`src/shared/fsfc_pkg.sv`:
```
// Constants, types and helpers shared by the fan smoothing and floor block.
// Assumes a single 50 MHz clock and 8-bit duty values (255 is full drive).
package fsfc_pkg;

  // ==========================================================
  // Register map, byte addresses on the AHB-Lite bus
  // ==========================================================
  localparam logic [7:0] FSFC_CFG_ADDR  = 8'h00;
  localparam logic [7:0] FSFC_CTRL_ADDR = 8'h04;
  localparam logic [7:0] FSFC_MIN_ADDR  = 8'h08;
  localparam logic [7:0] FSFC_STAT_ADDR = 8'h0c;

  // Reset values.
  localparam logic [7:0]  FSFC_CFG_RESET  = 8'h00;
  localparam logic [23:0] FSFC_MIN_RESET  = 24'h000000;

  // Field positions of fan_smoothing_config.
  localparam int FSFC_RATE_LSB   = 0;
  localparam int FSFC_SMOOTH_BIT = 3;
  localparam int FSFC_GROUP_BIT  = 4;
  localparam int FSFC_FLOOR_LSB  = 5;

  // Field positions of the control and status registers.
  localparam int FSFC_LOCK_BIT      = 0;
  localparam int FSFC_SLOW_BIT      = 1;
  localparam int FSFC_AUTO_BIT      = 2;
  localparam int FSFC_STAT_LOCK_BIT = 24;

  // ==========================================================
  // Timing
  // ==========================================================
  localparam longint FSFC_CLK_KHZ       = 50000;
  localparam longint FSFC_SWEEP_FAST_MS = 37500;
  localparam longint FSFC_SWEEP_SLOW_MS = 52200;
  localparam longint FSFC_DUTY_FULL     = 255;
  // One time slot is a full sweep at step one divided by the duty span.
  localparam longint FSFC_SLOT_FAST_CYCLES = FSFC_SWEEP_FAST_MS * FSFC_CLK_KHZ / FSFC_DUTY_FULL;
  localparam longint FSFC_SLOT_SLOW_CYCLES = FSFC_SWEEP_SLOW_MS * FSFC_CLK_KHZ / FSFC_DUTY_FULL;
  // Prescale of the drive waveform counter, about 24 kHz out.
  localparam logic [2:0] FSFC_PWM_PRESCALE = 3'h7;

  // ==========================================================
  // Types
  // ==========================================================
  typedef struct packed {
    logic [7:0] target;
    logic       below_floor;
    logic       remote1_ctrl;
  } fsfc_drive_req_t;

  typedef enum logic [1:0] {
    FSFC_BUS_IDLE  = 2'b00,
    FSFC_BUS_WRITE = 2'b01,
    FSFC_BUS_RWAIT = 2'b11,
    FSFC_BUS_RDONE = 2'b10
  } fsfc_bus_st_t;

  // Duty step per time slot for each ramp-rate code.
  function automatic logic [5:0] fsfc_ramp_step(input logic [2:0] code);
    case (code)
      3'h0:    fsfc_ramp_step = 6'h01;
      3'h1:    fsfc_ramp_step = 6'h02;
      3'h2:    fsfc_ramp_step = 6'h03;
      3'h3:    fsfc_ramp_step = 6'h04;
      3'h4:    fsfc_ramp_step = 6'h08;
      3'h5:    fsfc_ramp_step = 6'h0c;
      3'h6:    fsfc_ramp_step = 6'h18;
      default: fsfc_ramp_step = 6'h30;
    endcase
  endfunction

endpackage

```
`src/hdl/fsfc_ramp.sv`:
```
// Rate limiter for one fan drive duty value.
// Assumes slot_tick is a one-cycle pulse from the owning block's divider.
`timescale 1ns/1ps
module fsfc_ramp (
  input  wire logic       clk,
  input  wire logic       reset_n,
  input  wire logic       slot_tick,
  input  wire logic       smooth,
  input  wire logic [5:0] step,
  input  wire logic [7:0] target,
  output logic      [7:0] duty
);
  import fsfc_pkg::*;

  typedef struct packed {
    logic [7:0] duty;
  } fsfc_ramp_st_t;

  fsfc_ramp_st_t st;
  fsfc_ramp_st_t next_st;
  logic [8:0]    up;
  logic [8:0]    down;

  // Without smoothing the duty jumps; with it, it walks one step per slot.
  always_comb begin
    next_st = st;
    up      = {1'b0, st.duty} + {3'h0, step};
    down    = {1'b0, st.duty} - {3'h0, step};
    if (!smooth) begin
      next_st.duty = target;
    end else if (slot_tick) begin
      if (st.duty < target) begin
        next_st.duty = (up[8] || up[7:0] > target) ? target : up[7:0];
      end else if (st.duty > target) begin
        next_st.duty = (down[8] || down[7:0] < target) ? target : down[7:0];
      end
    end
  end

  // State register.
  always_ff @(posedge clk or negedge reset_n) begin
    if (!reset_n) begin
      st <= '0;
    end else begin
      st <= next_st;
    end
  end

  assign duty = st.duty;
endmodule

```
`src/hdl/fsfc_tach.sv`:
```
// Speed input synchroniser and measurement gating against fan drive three.
// Assumes the speed inputs are asynchronous pins; drive3 is on this clock.
`timescale 1ns/1ps
module fsfc_tach (
  input  wire logic       clk,
  input  wire logic       reset_n,
  input  wire logic [2:0] speed_in,
  input  wire logic       group,
  input  wire logic       drive3,
  output logic      [2:0] speed_sync,
  output logic      [2:0] speed_gate
);
  import fsfc_pkg::*;

  typedef struct packed {
    logic [2:0] meta;
    logic [2:0] sync;
    logic [2:0] gate;
  } fsfc_tach_st_t;

  fsfc_tach_st_t st;
  fsfc_tach_st_t next_st;
  logic [2:0]    tied;

  // Inputs three and four always follow drive three; input two only when grouped.
  assign tied = {2'b11, group}; // see R04

  // A tied input is only measured while drive three is on, since the fan
  // has no supply otherwise and its pulses are meaningless.
  always_comb begin
    next_st      = st;
    next_st.meta = speed_in;
    next_st.sync = st.meta;
    for (int i = 0; i < 3; i++) begin
      next_st.gate[i] = tied[i] ? drive3 : 1'b1; // see R04
    end
  end

  // State register.
  always_ff @(posedge clk or negedge reset_n) begin
    if (!reset_n) begin
      st <= '0;
    end else begin
      st <= next_st;
    end
  end

  assign speed_sync = st.sync;
  assign speed_gate = st.gate;
endmodule

```
`src/hdl/fsfc_top.sv`:
```
// Fan smoothing and floor configuration with its AHB-Lite register slave.
// Assumes an automatic control loop outside supplies per-drive targets.
//
// Behaviour
// Ramp code 000..111 gives step 1,2,3,4,8,12,24,48; sweep depends on slow-ramp.
// With slow-ramp set, codes 010..111 sweep in about 17.4 down to 1.1 s.
// Remote-1 smoothing enable rate-limits drive changes caused by remote-1 channel.
// Grouping bit set: speed inputs two, three, four follow fan drive three.
// Grouping bit clear: only inputs three and four follow drive three.
// Below start point in auto mode, drive one gives zero or its minimum.
// Below start point in auto mode, drive two gives zero or its minimum.
// Below start point in auto mode, drive three gives zero or its minimum.
// Once locked, writes to the smoothing config register leave it unchanged.
//
// Design decisions made here: the AHB-Lite slave port and the register addresses.
`timescale 1ns/1ps
module fsfc_top #(
  parameter longint SLOT_FAST_CYCLES = fsfc_pkg::FSFC_SLOT_FAST_CYCLES,
  parameter longint SLOT_SLOW_CYCLES = fsfc_pkg::FSFC_SLOT_SLOW_CYCLES
) (
  input  wire logic                           CLK,
  input  wire logic                           RESET_N,
  input  wire logic                           HSEL,
  input  wire logic [31:0]                    HADDR,
  input  wire logic [1:0]                     HTRANS,
  input  wire logic                           HWRITE,
  input  wire logic [2:0]                     HSIZE,
  input  wire logic [31:0]                    HWDATA,
  input  wire logic                           HREADY,
  output logic                                HREADYOUT,
  output logic                                HRESP,
  output logic      [31:0]                    HRDATA,
  input  wire fsfc_pkg::fsfc_drive_req_t [2:0] DRIVE_REQ,
  input  wire logic [2:0]                     SPEED_IN,
  output logic      [2:0]                     FAN_DRIVE,
  output logic      [2:0]                     SPEED_SYNC,
  output logic      [2:0]                     SPEED_GATE
);
  import fsfc_pkg::*;

  // ==========================================================
  // State
  // ==========================================================
  typedef struct packed {
    fsfc_bus_st_t    bus;
    logic [7:0]      addr;
    logic [31:0]     rdata;
    logic [7:0]      cfg;
    logic            lock;
    logic            slow;
    logic            auto_en;
    logic [2:0][7:0] min_duty;
    logic [31:0]     slot_cnt;
    logic            slot_tick;
    logic [2:0]      pre_cnt;
    logic [7:0]      pwm_cnt;
    logic [2:0]      drive;
  } fsfc_top_st_t;

  localparam logic [31:0] SLOT_FAST_LAST = 32'(SLOT_FAST_CYCLES - 1);
  localparam logic [31:0] SLOT_SLOW_LAST = 32'(SLOT_SLOW_CYCLES - 1);

  fsfc_top_st_t    st;
  fsfc_top_st_t    next_st;
  logic            accept;
  logic [31:0]     slot_last;
  logic [31:0]     read_mux;
  logic [5:0]      step;
  logic [2:0]      floor_sel;
  logic [2:0][7:0] target;
  logic [2:0]      smooth;
  logic [2:0][7:0] duty;

  // ==========================================================
  // Bus decode
  // ==========================================================
  // A transfer is taken only when selected, non-idle and the bus is ready.
  // HSIZE is not checked: only whole-word accesses are supported.
  assign accept = HSEL && HTRANS[1] && HREADY;

  // Read data is assembled from the live registers in the wait cycle, so a
  // read straight after a write already sees the register as that write left it.
  always_comb begin
    read_mux = 32'h00000000;
    case (st.addr)
      FSFC_CFG_ADDR: begin
        read_mux[7:0] = st.cfg;
      end
      FSFC_CTRL_ADDR: begin
        read_mux[FSFC_LOCK_BIT] = st.lock;
        read_mux[FSFC_SLOW_BIT] = st.slow;
        read_mux[FSFC_AUTO_BIT] = st.auto_en;
      end
      FSFC_MIN_ADDR: begin
        read_mux[23:0] = st.min_duty;
      end
      FSFC_STAT_ADDR: begin
        read_mux[23:0]               = duty;
        read_mux[FSFC_STAT_LOCK_BIT] = st.lock;
      end
      default: begin
        read_mux = 32'h00000000;
      end
    endcase
  end

  // ==========================================================
  // Drive targets and smoothing
  // ==========================================================
  // Ramp step and slot length follow the rate code and the slow-ramp option.
  assign step      = fsfc_ramp_step(st.cfg[FSFC_RATE_LSB +: 3]);
  assign slot_last = st.slow ? SLOT_SLOW_LAST : SLOT_FAST_LAST; // see R01
  assign floor_sel = st.cfg[FSFC_FLOOR_LSB +: 3];

  // Below the start point in auto mode the floor choice replaces the loop's own target.
  always_comb begin
    for (int i = 0; i < 3; i++) begin
      if (st.auto_en && DRIVE_REQ[i].below_floor) begin
        target[i] = floor_sel[i] ? st.min_duty[i] : 8'h00; // see R06 see R07
      end else begin
        target[i] = DRIVE_REQ[i].target;
      end
      smooth[i] = st.cfg[FSFC_SMOOTH_BIT] && DRIVE_REQ[i].remote1_ctrl;
    end
  end

  // ==========================================================
  // Next state
  // ==========================================================
  always_comb begin
    next_st           = st;
    next_st.slot_tick = 1'b0;

    // Bus sequencing: writes finish in their data phase, reads take one
    // wait cycle to capture the data into a flip-flop.
    case (st.bus)
      FSFC_BUS_WRITE: begin
        case (st.addr)
          FSFC_CFG_ADDR: begin
            if (!st.lock) begin
              next_st.cfg = HWDATA[7:0];
            end
          end
          FSFC_CTRL_ADDR: begin
            // The lock only clears on reset, so later writes cannot undo it.
            next_st.lock    = st.lock | HWDATA[FSFC_LOCK_BIT];
            next_st.slow    = HWDATA[FSFC_SLOW_BIT];
            next_st.auto_en = HWDATA[FSFC_AUTO_BIT];
          end
          FSFC_MIN_ADDR: begin
            next_st.min_duty = HWDATA[23:0];
          end
          default: begin
            next_st.cfg = st.cfg;
          end
        endcase
        next_st.bus = FSFC_BUS_IDLE;
      end
      FSFC_BUS_RWAIT: begin
        next_st.rdata = read_mux;
        next_st.bus   = FSFC_BUS_RDONE;
      end
      FSFC_BUS_RDONE: begin
        next_st.bus = FSFC_BUS_IDLE;
      end
      default: begin
        next_st.bus = FSFC_BUS_IDLE;
      end
    endcase

    // A new address phase is taken whenever this slave is not stalling.
    if (accept && st.bus != FSFC_BUS_RWAIT) begin
      next_st.addr = HADDR[7:0];
      next_st.bus  = HWRITE ? FSFC_BUS_WRITE : FSFC_BUS_RWAIT;
    end

    // Time-slot divider; restarts cleanly if clearing slow-ramp shortens the slot.
    if (st.slot_cnt >= slot_last) begin
      next_st.slot_cnt  = 32'h00000000;
      next_st.slot_tick = 1'b1; // see R01
    end else begin
      next_st.slot_cnt = st.slot_cnt + 32'h00000001;
    end

    // Drive waveform: prescaled 8-bit counter compared against the duty.
    if (st.pre_cnt == FSFC_PWM_PRESCALE) begin
      next_st.pre_cnt = 3'h0;
      next_st.pwm_cnt = st.pwm_cnt + 8'h01;
    end else begin
      next_st.pre_cnt = st.pre_cnt + 3'h1;
    end
    for (int i = 0; i < 3; i++) begin
      next_st.drive[i] = (duty[i] == 8'hff) || (st.pwm_cnt < duty[i]);
    end
  end

  // ==========================================================
  // State register
  // ==========================================================
  always_ff @(posedge CLK or negedge RESET_N) begin
    if (!RESET_N) begin
      st          <= '0;
      st.bus      <= FSFC_BUS_IDLE;
      st.cfg      <= FSFC_CFG_RESET;
      st.min_duty <= FSFC_MIN_RESET;
    end else begin
      st <= next_st;
    end
  end

  // ==========================================================
  // Per-drive rate limiters
  // ==========================================================
  for (genvar g = 0; g < 3; g++) begin : gen_ramp
    fsfc_ramp u_ramp (
      .clk       (CLK),
      .reset_n   (RESET_N),
      .slot_tick (st.slot_tick),
      .smooth    (smooth[g]),
      .step      (step),
      .target    (target[g]),
      .duty      (duty[g])
    );
  end

  // ==========================================================
  // Speed input handling
  // ==========================================================
  fsfc_tach u_tach (
    .clk        (CLK),
    .reset_n    (RESET_N),
    .speed_in   (SPEED_IN),
    .group      (st.cfg[FSFC_GROUP_BIT]), // see R04
    .drive3     (st.drive[2]),
    .speed_sync (SPEED_SYNC),
    .speed_gate (SPEED_GATE)
  );

  // ==========================================================
  // Outputs
  // ==========================================================
  // The slave never errors; it stalls only in the read wait cycle.
  assign HREADYOUT = (st.bus != FSFC_BUS_RWAIT);
  assign HRESP     = 1'b0;
  assign HRDATA    = st.rdata;
  assign FAN_DRIVE = st.drive;
endmodule

```
`config.mk`:
```
export PLATFORM = sky130hd
export DESIGN_NAME = fsfc_top
export DESIGN_NICKNAME = d
export VERILOG_FILES = /design/src/shared/fsfc_pkg.sv /design/src/hdl/fsfc_ramp.sv /design/src/hdl/fsfc_tach.sv /design/src/hdl/fsfc_top.sv
export SDC_FILE = /design/constraint.sdc
export NUM_CORES = 1
export LEC_CHECK = 0
export ABC_AREA = 1
export BUFFER_PORTS_ARGS = -buffer_cell sky130_fd_sc_hd__buf_2
export CAP_MARGIN = 10
export CORE_MARGIN = 2
export CORE_UTILIZATION = 55
export CTS_CLUSTER_DIAMETER = 200
export CTS_CLUSTER_SIZE = 25
export DETAILED_ROUTE_END_ITERATION = 8
export PLACE_DENSITY_LB_ADDON = 0.25
export SYNTH_ARGS = -nofsm -noshare
export SYNTH_HDL_FRONTEND = slang
export SYNTH_SLANG_ARGS = --single-unit
```
`constraint.sdc`:
```
create_clock -name CLK -period 8 [get_ports CLK]
set_clock_uncertainty 0.1 [all_clocks]
set_input_delay 2.4 -clock CLK [delete_from_list [all_inputs] [get_ports CLK]]
set_output_delay 2.4 -clock CLK [all_outputs]
set_load 0.01 [all_outputs]
```
==> results of run 1 <==
critical path: stages:
cell	delay, ns
buf_2	0.12
nand2_4	0.14
nor3_1	0.07
a21oi_1	0.51
ha_1	0.23
nand2_1	0.07
o21ai_0	0.23
nand2_1	0.11
nand3_2	0.23
nand4_1	0.20
a21oi_1	0.68
a21oi_1	0.16
nand2_1	0.12
layout make-up:
cell class | instances | area, µm² | share of cell area [%]
Timing Repair Buffer | 110 | 577 | 4.32
Clock inverter | 13 | 136 | 1.02
Multi-Input combinational cell | 1239 | 7300 | 54.7
Tap cell | 280 | 350 | 2.63
Sequential cell | 149 | 3730 | 27.9
Inverter | 212 | 796 | 5.96
Clock buffer | 19 | 453 | 3.39
metal layers:
layer	up-vias	track usage, %	wire [µm]
met4	0	11.5	1120
met5	-	0	0
met2	401	46.0	15100
li1	5541	-	-
met1	5259	38.4	14300
met3	78	3.57	2120
layout by cell type (no fill, tap or decap), drive strengths merged, types with 15 or more instances in the layout:
master	n
a21oi	139
buf	110
clkbuf	19
conb	15
dfrtp	149
ha	148
inv	212
nand2	440
nand3	115
nand4	34
nor2	123
nor3	37
o21ai	52
o22ai	20
xor2	43
sequential cells by signal (all words and copies together), names as in the netlist:
| signal | flops |
|---|---|
| FAN_DRIVE | 3 |
| HRDATA | 25 |
| floor_sel | 3 |
| gen_ramp.u_ramp.duty | 24 |
| st | 86 |
| u_tach.next_st | 3 |
| u_tach.speed_gate | 2 |
| u_tach.speed_sync | 3 |
kinds of logic after synthesis:
family                     Yosys count
AOI/OAI and AO/OA                  252
xor gates and xnor gates            52
adders and majority gates          154
buffers and inverters              282
DFF                                149
muxes                                3
other                                1
and+or+nand+nor                    763
where the power goes:
group	leakage, nW	switching, W	internal (W)
logic	5.15	0.00174	0.000938
clock network	0.291	0.000380	0.000432
registers	1.80	0.000197	0.000865
worst max-delay path by stage:
| stage | to | cells after the start |
|---|---|---|
| floorplan | gen_ramp[1].u_ramp.duty[7] | 14 |
| global placement | gen_ramp[0].u_ramp.duty[3] | 12 |
| detailed placement | gen_ramp[0].u_ramp.duty[3] | 12 |
| CTS | gen_ramp[0].u_ramp.duty[3] | 12 |
| global route | gen_ramp[0].u_ramp.duty[0] | 15 |
| finish | gen_ramp[0].u_ramp.duty[3] | 13 |
through the flow:
stage,setup slack [ns],total power [W],instances,cell area [µm²]
3_3_place_gp,2.72,0.00360,1989,12700
2_1_floorplan,3.38,0.00309,1670,12300
3_5_place_dp,2.68,0.00369,1989,12700
5_1_grt,2.77,0.00501,2022,13300
4_1_cts,3.09,0.00452,2021,13300
6_report,3.00,0.00455,2022,13300
==> out/metrics.yaml, run 1 <==
cts:
  htree_levels: 4
  cts.sinks: 149
  clk_latency_ns: 0.44
  cts_hold_buf: 0
  clk_pin_slew_ns: 0.07
  clk_path_buf_depth: 2
  cts_tree: "done"
  postCtsSetupBuffers: 0
  cts_resized: 0
  root_buffer: "clkbuf_16"
  cts_buffers: 17
global_routing:
  grt_remaining_overflow: 0
  groute.usage.overall_pct: 28.3
  grt_max_degree: 112
  grt_pass1_vias: 10800
  grt_first_pass_wirelength_mm: 53.6
  antenna_found_initial: 0
floorplanning:
  pin_count: 150
  dieArea_um2: 23400
  start_util_pct: 56.0
  fp.dieH_um: 153
  num_rows: 54
  core_um2: 21800
  dieWidth_um: 153
timing:
  rsz0062_at_grt: "no"
  setup_tns_ns: 0
  setup_violations: 0
  fmax_mhz: 200
  worst_hold_slack_ns: 0.251
  fin_crit_ns: 5.00
  worst_pin_slew_ns: 1.01
  max_slew_margin_pct: 32.7
  finalHoldViolCount: 0
  slew_violations: 0
  fin_crit_sh_pct: 62.5
min_path:
  min_from: "u_tach.next_st[5]"
  hold_end: "u_tach.speed_sync[2]"
  hold_class: "register to register"
  hold_depth: 0
logic_synthesis:
  synthMostInstantiatedCell: "nand2_1"
  synth.avg_cell_area_um2: 7.38
  synth-simple-area-share_pct: 27.4
  synth_top_flop_cell: "dfrtp_1"
  synth_top_area_cell: "dfrtp_1"
  synth_area_um2: 12200
  synth_edf_count: 0
  ys_types: 51
  synthAdderAreaFrac_pct: 16.1
  synth_common_cells: "nand2_1 (424), inv_1 (198), dfrtp_1 (149)"
  synth_top_family_by_area: "simple AND/OR/NAND/NOR gates"
  synth.top_cell.area_share_pct: 30.5
  ys_warn_count: 0
  ys_ff_latch: 149
  muxShareOfSynthArea_pct: 0.266
  ys_top_cells_by_area: "dfrtp_1 (30%), ha_1 (15%), nand2_1 (13%), inv_1 (6.1%), a21oi_1 (5.2%)"
  yosys.area_share.xor_xnor_pct: 3.72
  yosysSeqAreaShare_pct: 30.5
  synthArstFlopShare_pct: 100
  syn_inst: 1656
  synth_compound_area_share_pct: 11.8
setup_path:
  reg2reg_from: "st[75]"
  critPathMaxFanout: 15
  endpoint_kind: "register"
  worstSetupStartpointType: "input pin"
  critPathKind: "input pin to register"
  rr_worst_depth: 22
  rrSetupSlack_ns: 3.10
  cp.arrival_ns: 5.28
  worstSetupStartpoint: "DRIVE_REQ[1]"
  critPathRequiredTime_ns: 8.27
  reg2reg_to: "gen_ramp[1].u_ramp.duty[7]"
cells_and_area:
  num_antenna_cells: 0
  area_delta_synth_final_pct: 9.11
  fill_cells: 1988
  postLayoutCoreUtil_pct: 61.1
  fin_nets: 1990
  drive_above_1_share_pct: 11.5
status:
  status: "completed"
power_and_ir_drop:
  p_per_area_nw_per_um2: 341
  vdd_drop_max_mv: 0.154
  p_leak_nw: 7.24
routing:
  vias_per_cell: 5.58
  first_iter_violations: 856
  dr.pass1.iters: 5
  vias: 11300
  antenna_left: 0
  wl_per_cell_um: 16.2
  drc_errors: 0
  wl_mm: 32.7
placement:
  io_buffers: 105
  place_congestion: 0.921
  hpwlAfterDp_mm: 24.8
run:
  drv_cap: 0
No activity file was read; power rests on OpenSTA's default activity.
==> run 2: changes to the inputs <==
--- a/config.mk
+++ b/config.mk
@@ -5,7 +5,7 @@
 export SDC_FILE = /design/constraint.sdc
 export NUM_CORES = 1
 export LEC_CHECK = 0
-export ABC_AREA = 1
+export ABC_AREA = 0
 export BUFFER_PORTS_ARGS = -buffer_cell sky130_fd_sc_hd__buf_2
 export CAP_MARGIN = 10
 export CORE_MARGIN = 2
==> constraint.sdc (replaced) <==
create_clock -name CLK -period 5.05 [get_ports CLK]
set_clock_uncertainty 0.1 [all_clocks]
set_input_delay 1.515 -clock CLK [delete_from_list [all_inputs] [get_ports CLK]]
set_output_delay 1.515 -clock CLK [all_outputs]
set_load 0.01 [all_outputs]
==> out/metrics.yaml, run 2 <==
min_path:
  hold_depth: 0
  hold_end: "u_tach.speed_sync[0]"
  hold_class: "register to register"
  min_from: "u_tach.next_st[3]"
placement:
  placed_cells: 1642
  hpwlAfterDp_mm: 23.4
  place_ws_ns: 0.382
  place_congestion: 0.917
  io_buffers: 105
logic_synthesis:
  synth_top_flop_cell: "dfrtp_1"
  synthAdderAreaFrac_pct: 16.2
  synth_edf_count: 0
  yosysSeqAreaShare_pct: 30.7
  ys_warn_count: 0
  synthArstFlopShare_pct: 100
  synth-simple-area-share_pct: 14.6
  synthMostInstantiatedCell: "dfrtp_1"
  synth_top_area_cell: "dfrtp_1"
  synth_common_cells: "dfrtp_1 (149), ha_1 (148), nand2_1 (95)"
  ys_top_cells_by_area: "dfrtp_1 (31%), ha_1 (15%), mux2_2 (4.6%), a21oi_1 (3.5%), mux2i_1 (3.3%)"
  synth_compound_area_share_pct: 19.4
  yosys.area_share.xor_xnor_pct: 3.82
  synth.avg_cell_area_um2: 9.42
  synth_area_um2: 12100
  synth.top_cell.area_share_pct: 30.7
  ys_types: 96
  muxShareOfSynthArea_pct: 8.62
  syn_inst: 1289
  ys_ff_latch: 149
  synth_top_family_by_area: "compound AO/OA/AOI/OAI gates"
setup_path:
  reg2reg_to: "gen_ramp[2].u_ramp.duty[3]"
  cpLargestDelayFamily: "compound AO/OA/AOI/OAI gates"
  worstSetupStartpointType: "register"
  cpMaxStageDelayCell: "dfrtp_1"
  rrSetupSlack_ns: 0.39
  cpPeakStageDelay_ns: 0.45
  critPathKind: "register to register"
  endpoint_kind: "register"
  cp.arrival_ns: 4.87
  reg2reg_from: "st[75]"
  critPathMaxFanout: 6
  crit_top_cell: "ha_1"
  crit_buf_inv: 0
  critPathRequiredTime_ns: 5.26
  crit_chain: "and2_1, nand2_1, ha_1, or2_1, or3_1, o22a_1, xnor2_1, ha_1, a2111oi_0, o21ai_0, o22ai_1, a31o_1, mux2_2, mux2i_1, a21oi_1"
  rr_worst_depth: 15
cts:
  cts_tree: "done"
  clk_path_buf_depth: 2
  root_buffer: "clkbuf_16"
  clk_latency_ns: 0.44
  postCtsSetupBuffers: 0
  htree_levels: 4
  clk_pin_slew_ns: 0.07
  cts_buffers: 17
  cts.sinks: 149
cells_and_area:
  final_common_cell: "dfrtp_1"
  top_register: "st"
  num_antenna_cells: 0
  area_delta_synth_final_pct: 10.9
  drive_above_1_share_pct: 19.3
  fin_nets: 1642
  fill_cells: 1863
  largest_reg_flops: 86
  stdcell_count: 1674
  postLayoutCoreUtil_pct: 61.9
  final_cell_mix: "dfrtp_1 (149), ha_1 (148), buf_2 (104)"
routing:
  vias: 10000
  drc_errors: 0
  wl_per_cell_um: 18.6
  wl_mm: 31.1
  dr.pass1.iters: 5
  vias_per_cell: 6.00
  antenna_left: 0
  first_iter_violations: 705
global_routing:
  antenna_found_initial: 0
  grt_first_pass_wirelength_mm: 51.1
  groute.usage.overall_pct: 27.2
  grt_remaining_overflow: 0
  grt_pass1_vias: 9906
  grt_max_degree: 88
power_and_ir_drop:
  p_leak_nw: 6.49
  p_per_area_nw_per_um2: 432
  power.total_w: 0.00582
  vdd_drop_max_mv: 0.232
timing:
  setup_tns_ns: 0
  setup_violations: 0
  slew_violations: 0
  max_slew_margin_pct: 31.8
  fmax_mhz: 215
  fin_crit_sh_pct: 92.2
  fin_crit_ns: 4.66
  finalHoldViolCount: 0
  rsz0062_at_grt: "no"
  setup_slack_ns: 0.392
  worst_pin_slew_ns: 1.02
floorplanning:
  start_util_pct: 55.8
  fp.dieH_um: 153
  dieWidth_um: 153
  pin_count: 150
  core_um2: 21800
  dieArea_um2: 23300
  num_rows: 54
run:
  drv_cap: 0
status:
  status: "completed"
-- run 2: worst max-delay path by stage --
stage | slack, ns | end | cells after the start | startpoint
3_3_place_gp | 0.43 | gen_ramp[0].u_ramp.duty[4] | 12 | DRIVE_REQ[1]
4_1_cts | 0.40 | gen_ramp[0].u_ramp.duty[4] | 16 | st[75]
2_1_floorplan | 0.80 | gen_ramp[0].u_ramp.duty[2] | 12 | DRIVE_REQ[1]
6_report | 0.39 | gen_ramp[2].u_ramp.duty[3] | 15 | st[75]
3_5_place_dp | 0.38 | gen_ramp[0].u_ramp.duty[4] | 12 | DRIVE_REQ[1]
5_1_grt | 0.14 | gen_ramp[0].u_ramp.duty[2] | 16 | st[75]
-- run 2: final cells by class --
class                      instances  area, µm²  share of cell area (%)
multi-input combinational        992       7670                    56.9
inverter                          82        308                    2.29
timing repair buffer             139        800                    5.94
clock buffer                      18        429                    3.19
sequential                       149       3730                    27.7
clock inverter                    14        183                    1.36
tap                              280        350                    2.60
-- run 2: kinds of logic after synthesis --
| family | after synthesis |
|---|---|
| flip-flops | 149 |
| XOR/XNOR | 53 |
| AND/OR/NAND/NOR | 343 |
| multiplexers | 94 |
| AO/OA/AOI/OAI | 333 |
| adder cells (fa/ha/maj) | 154 |
| other | 1 |
| buffers and inverters | 162 |
-- run 2: stage by stage --
step / hold slack, ns / area (µm²)
4_1_cts: 0.246 / 13500
3_3_place_gp: 0.232 / 12900
3_5_place_dp: 0.236 / 12900
5_1_grt: 0.261 / 13500
6_report: 0.250 / 13500
2_1_floorplan: 0.231 / 12200
-- run 2: repair_timing --
item                       4_1_cts  5_1_grt
hold buffers                     0        0
gates resized for setup          0        1
setup endpoints to repair        0        3
-- run 2: where the power goes --
group          internal, W  switching [W]
sequential         0.00130       0.000213
combinational      0.00134        0.00162
clock             0.000754       0.000591
total              0.00339        0.00243
-- run 2: per-layer routing --
metal | vias up | global-route usage (%) | wire (µm)
met1 | 4870 | 36.5 | 13900
met5 | - | 0 | 0
met4 | 0 | 9.22 | 781
met2 | 284 | 44.3 | 14500
li1 | 4835 | - | -
met3 | 56 | 5.12 | 1930
==> run 3: changes to the inputs <==
--- a/config.mk
+++ b/config.mk
@@ -5,7 +5,7 @@
 export SDC_FILE = /design/constraint.sdc
 export NUM_CORES = 1
 export LEC_CHECK = 0
-export ABC_AREA = 0
+export ABC_AREA = 1
 export BUFFER_PORTS_ARGS = -buffer_cell sky130_fd_sc_hd__buf_2
 export CAP_MARGIN = 10
 export CORE_MARGIN = 2
@@ -13,7 +13,9 @@
 export CTS_CLUSTER_DIAMETER = 200
 export CTS_CLUSTER_SIZE = 25
 export DETAILED_ROUTE_END_ITERATION = 8
+export MAX_ROUTING_LAYER = met4
 export PLACE_DENSITY_LB_ADDON = 0.25
+export SETUP_SLACK_MARGIN = 0.02
 export SYNTH_ARGS = -nofsm -noshare
 export SYNTH_HDL_FRONTEND = slang
 export SYNTH_SLANG_ARGS = --single-unit
==> out/metrics.yaml, run 3 (synthesis results as in run 1) <==
status:
  status: "completed"
cells_and_area:
  area_delta_synth_final_pct: 10.1
  final_area_um2: 13500
  multiInputGateArea_um2: 7300
  fill_cells: 1998
  largest_reg_flops: 86
  fin_nets: 2002
  drive_above_1_share_pct: 12.1
  regArea_um2: 3730
  num_antenna_cells: 0
  final_cell_mix: "nand2_1 (424), inv_1 (198), dfrtp_1 (149)"
  final_common_cell: "nand2_1"
  top_register: "st"
cts:
  cts_buffers: 17
  cts.sinks: 149
  postCtsSetupBuffers: 0
  clk_pin_slew_ns: 0.07
  clk_latency_ns: 0.44
  cts_resized: 0
  cts_hold_buf: 0
  htree_levels: 4
  clk_path_buf_depth: 2
  cts_tree: "done"
  root_buffer: "clkbuf_16"
power_and_ir_drop:
  power.total_w: 0.00730
  p_sw_share_pct: 50.2
  p_leak_nw: 7.32
  pwr-share-clk_pct: 18.8
  sequentialPowerShare_pct: 23.0
  p_comb_share_pct: 58.2
  net-switching-power_w: 0.00367
  p_per_area_nw_per_um2: 542
  p_int_w: 0.00364
  vdd_drop_max_mv: 0.247
floorplanning:
  start_util_pct: 56.0
  fp.dieH_um: 153
  core_um2: 21800
  num_rows: 54
  pin_count: 150
  dieArea_um2: 23400
  dieWidth_um: 153
timing:
  slew_violations: 0
  rsz0062_at_grt: "no"
  fmax_mhz: 231
  fin_crit_sh_pct: 85.7
  worst_pin_slew_ns: 1.10
  setup_tns_ns: 0
  finalHoldViolCount: 0
  worst_hold_slack_ns: 0.242
  fin_crit_ns: 4.33
  setup_violations: 0
  max_slew_margin_pct: 26.8
routing:
  vias_per_cell: 5.54
  vias: 11300
  wl_per_cell_um: 16.1
  dr.pass1.iters: 7
  wl_mm: 32.7
  first_iter_violations: 887
  antenna_left: 0
  drc_errors: 0
min_path:
  hold_class: "register to register"
setup_path:
  crit_top_cell: "nand2_1"
  critPathRequiredTime_ns: 5.28
  worstSetupStartpointType: "register"
  critPathMaxFanout: 12
  critPathKind: "register to register"
  endpoint_kind: "register"
  cpMaxStageDelayCell: "dfrtp_1"
  cpPeakStageDelay_ns: 0.44
  cp.arrival_ns: 4.56
run:
  drv_cap: 0
placement:
  dpl_cell_area_um2: 12800
  hpwlAfterDp_mm: 25.0
  place_congestion: 0.950
  io_buffers: 105
global_routing:
  grt_pass1_vias: 10500
  antenna_found_initial: 0
  grt_first_pass_wirelength_mm: 53.4
  grt_remaining_overflow: 0
  grt_max_degree: 98
  groute.usage.overall_pct: 29.0
[run 3: cell count changes in the layout (fill, tap and decap cells not counted), moves of 21 or more]
cell     delta
a21oi_1    +42
and3_1     -27
inv_1     +118
mux2_2     -48
mux2i_1    -39
nand2_1   +329
nand3_1    +92
nor2_1     +41
nor3_1     +28
o31ai_1    -22
xnor2_1    -21
[run 3: metrics by stage]
stage          util (%)  cells  setup WS [ns]
2_1_floorplan         -   1670           1.31
3_3_place_gp       58.8   2001          0.789
3_5_place_dp       58.8   2001          0.754
4_1_cts            61.7   2033          0.744
5_1_grt            61.7   2034          0.397
6_report           61.7   2034          0.724
[run 3: critical path, delay by kind of cell, from the launching register on]
| kind | cells | cell delay (ns) |
|---|---|---|
| AOI/OAI and AO/OA | 2 | 0.20 |
| DFF | 1 | 0.44 |
| buffers and inverters | 4 | 0.77 |
| adders and majority gates | 2 | 0.65 |
| and+or+nand+nor | 16 | 1.79 |
| xor gates and xnor gates | 1 | 0.25 |
[run 3: path summary, 6_finish.rpt]
kind                                   startpoint                         end  slack [ns]  depth (start not counted)
worst max-delay path                       st[74]  gen_ramp[1].u_ramp.duty[6]        0.72                         25
worst min-delay path            u_tach.next_st[3]        u_tach.speed_sync[0]        0.24                          0
worst max register to register             st[74]  gen_ramp[1].u_ramp.duty[6]        0.72                         25
worst min register to register  u_tach.next_st[3]        u_tach.speed_sync[0]        0.24                          0
max in group asynchronous                 RESET_N                floor_sel[1]        2.94                          2
min in group asynchronous                 RESET_N                      st[24]        1.07                          1
[run 3: per-layer routing]
metal | part of all wire, % | GRT usage, % | routed length, µm
met5 | 0 | - | 0
met4 | 2.3 | 7.45 | 756
met3 | 5.4 | 4.08 | 1780
met2 | 47 | 46.4 | 15300
met1 | 45 | 38.9 | 14900
[run 3: power groups by stage]
| stage | logic (W) | registers (W) | clock network, W |
|---|---|---|---|
| final | 0.00425 | 0.00168 | 0.00137 |
| after global routing | 0.00486 | 0.00171 | 0.00144 |
| after CTS | 0.00421 | 0.00167 | 0.00139 |
| after detailed placement | 0.00418 | 0.00169 | 0 |
| after global placement | 0.00405 | 0.00169 | 0 |
| after floorplan | 0.00332 | 0.00156 | 0 |
[run 3: cell type report]
cell class | count | area share [%]
Timing Repair Buffer | 122 | 4.95
Sequential cell | 149 | 27.7
Clock inverter | 14 | 1.38
Tap cell | 280 | 2.60
Inverter | 212 | 5.91
Clock buffer | 18 | 3.26
Multi-Input combinational cell | 1239 | 54.2
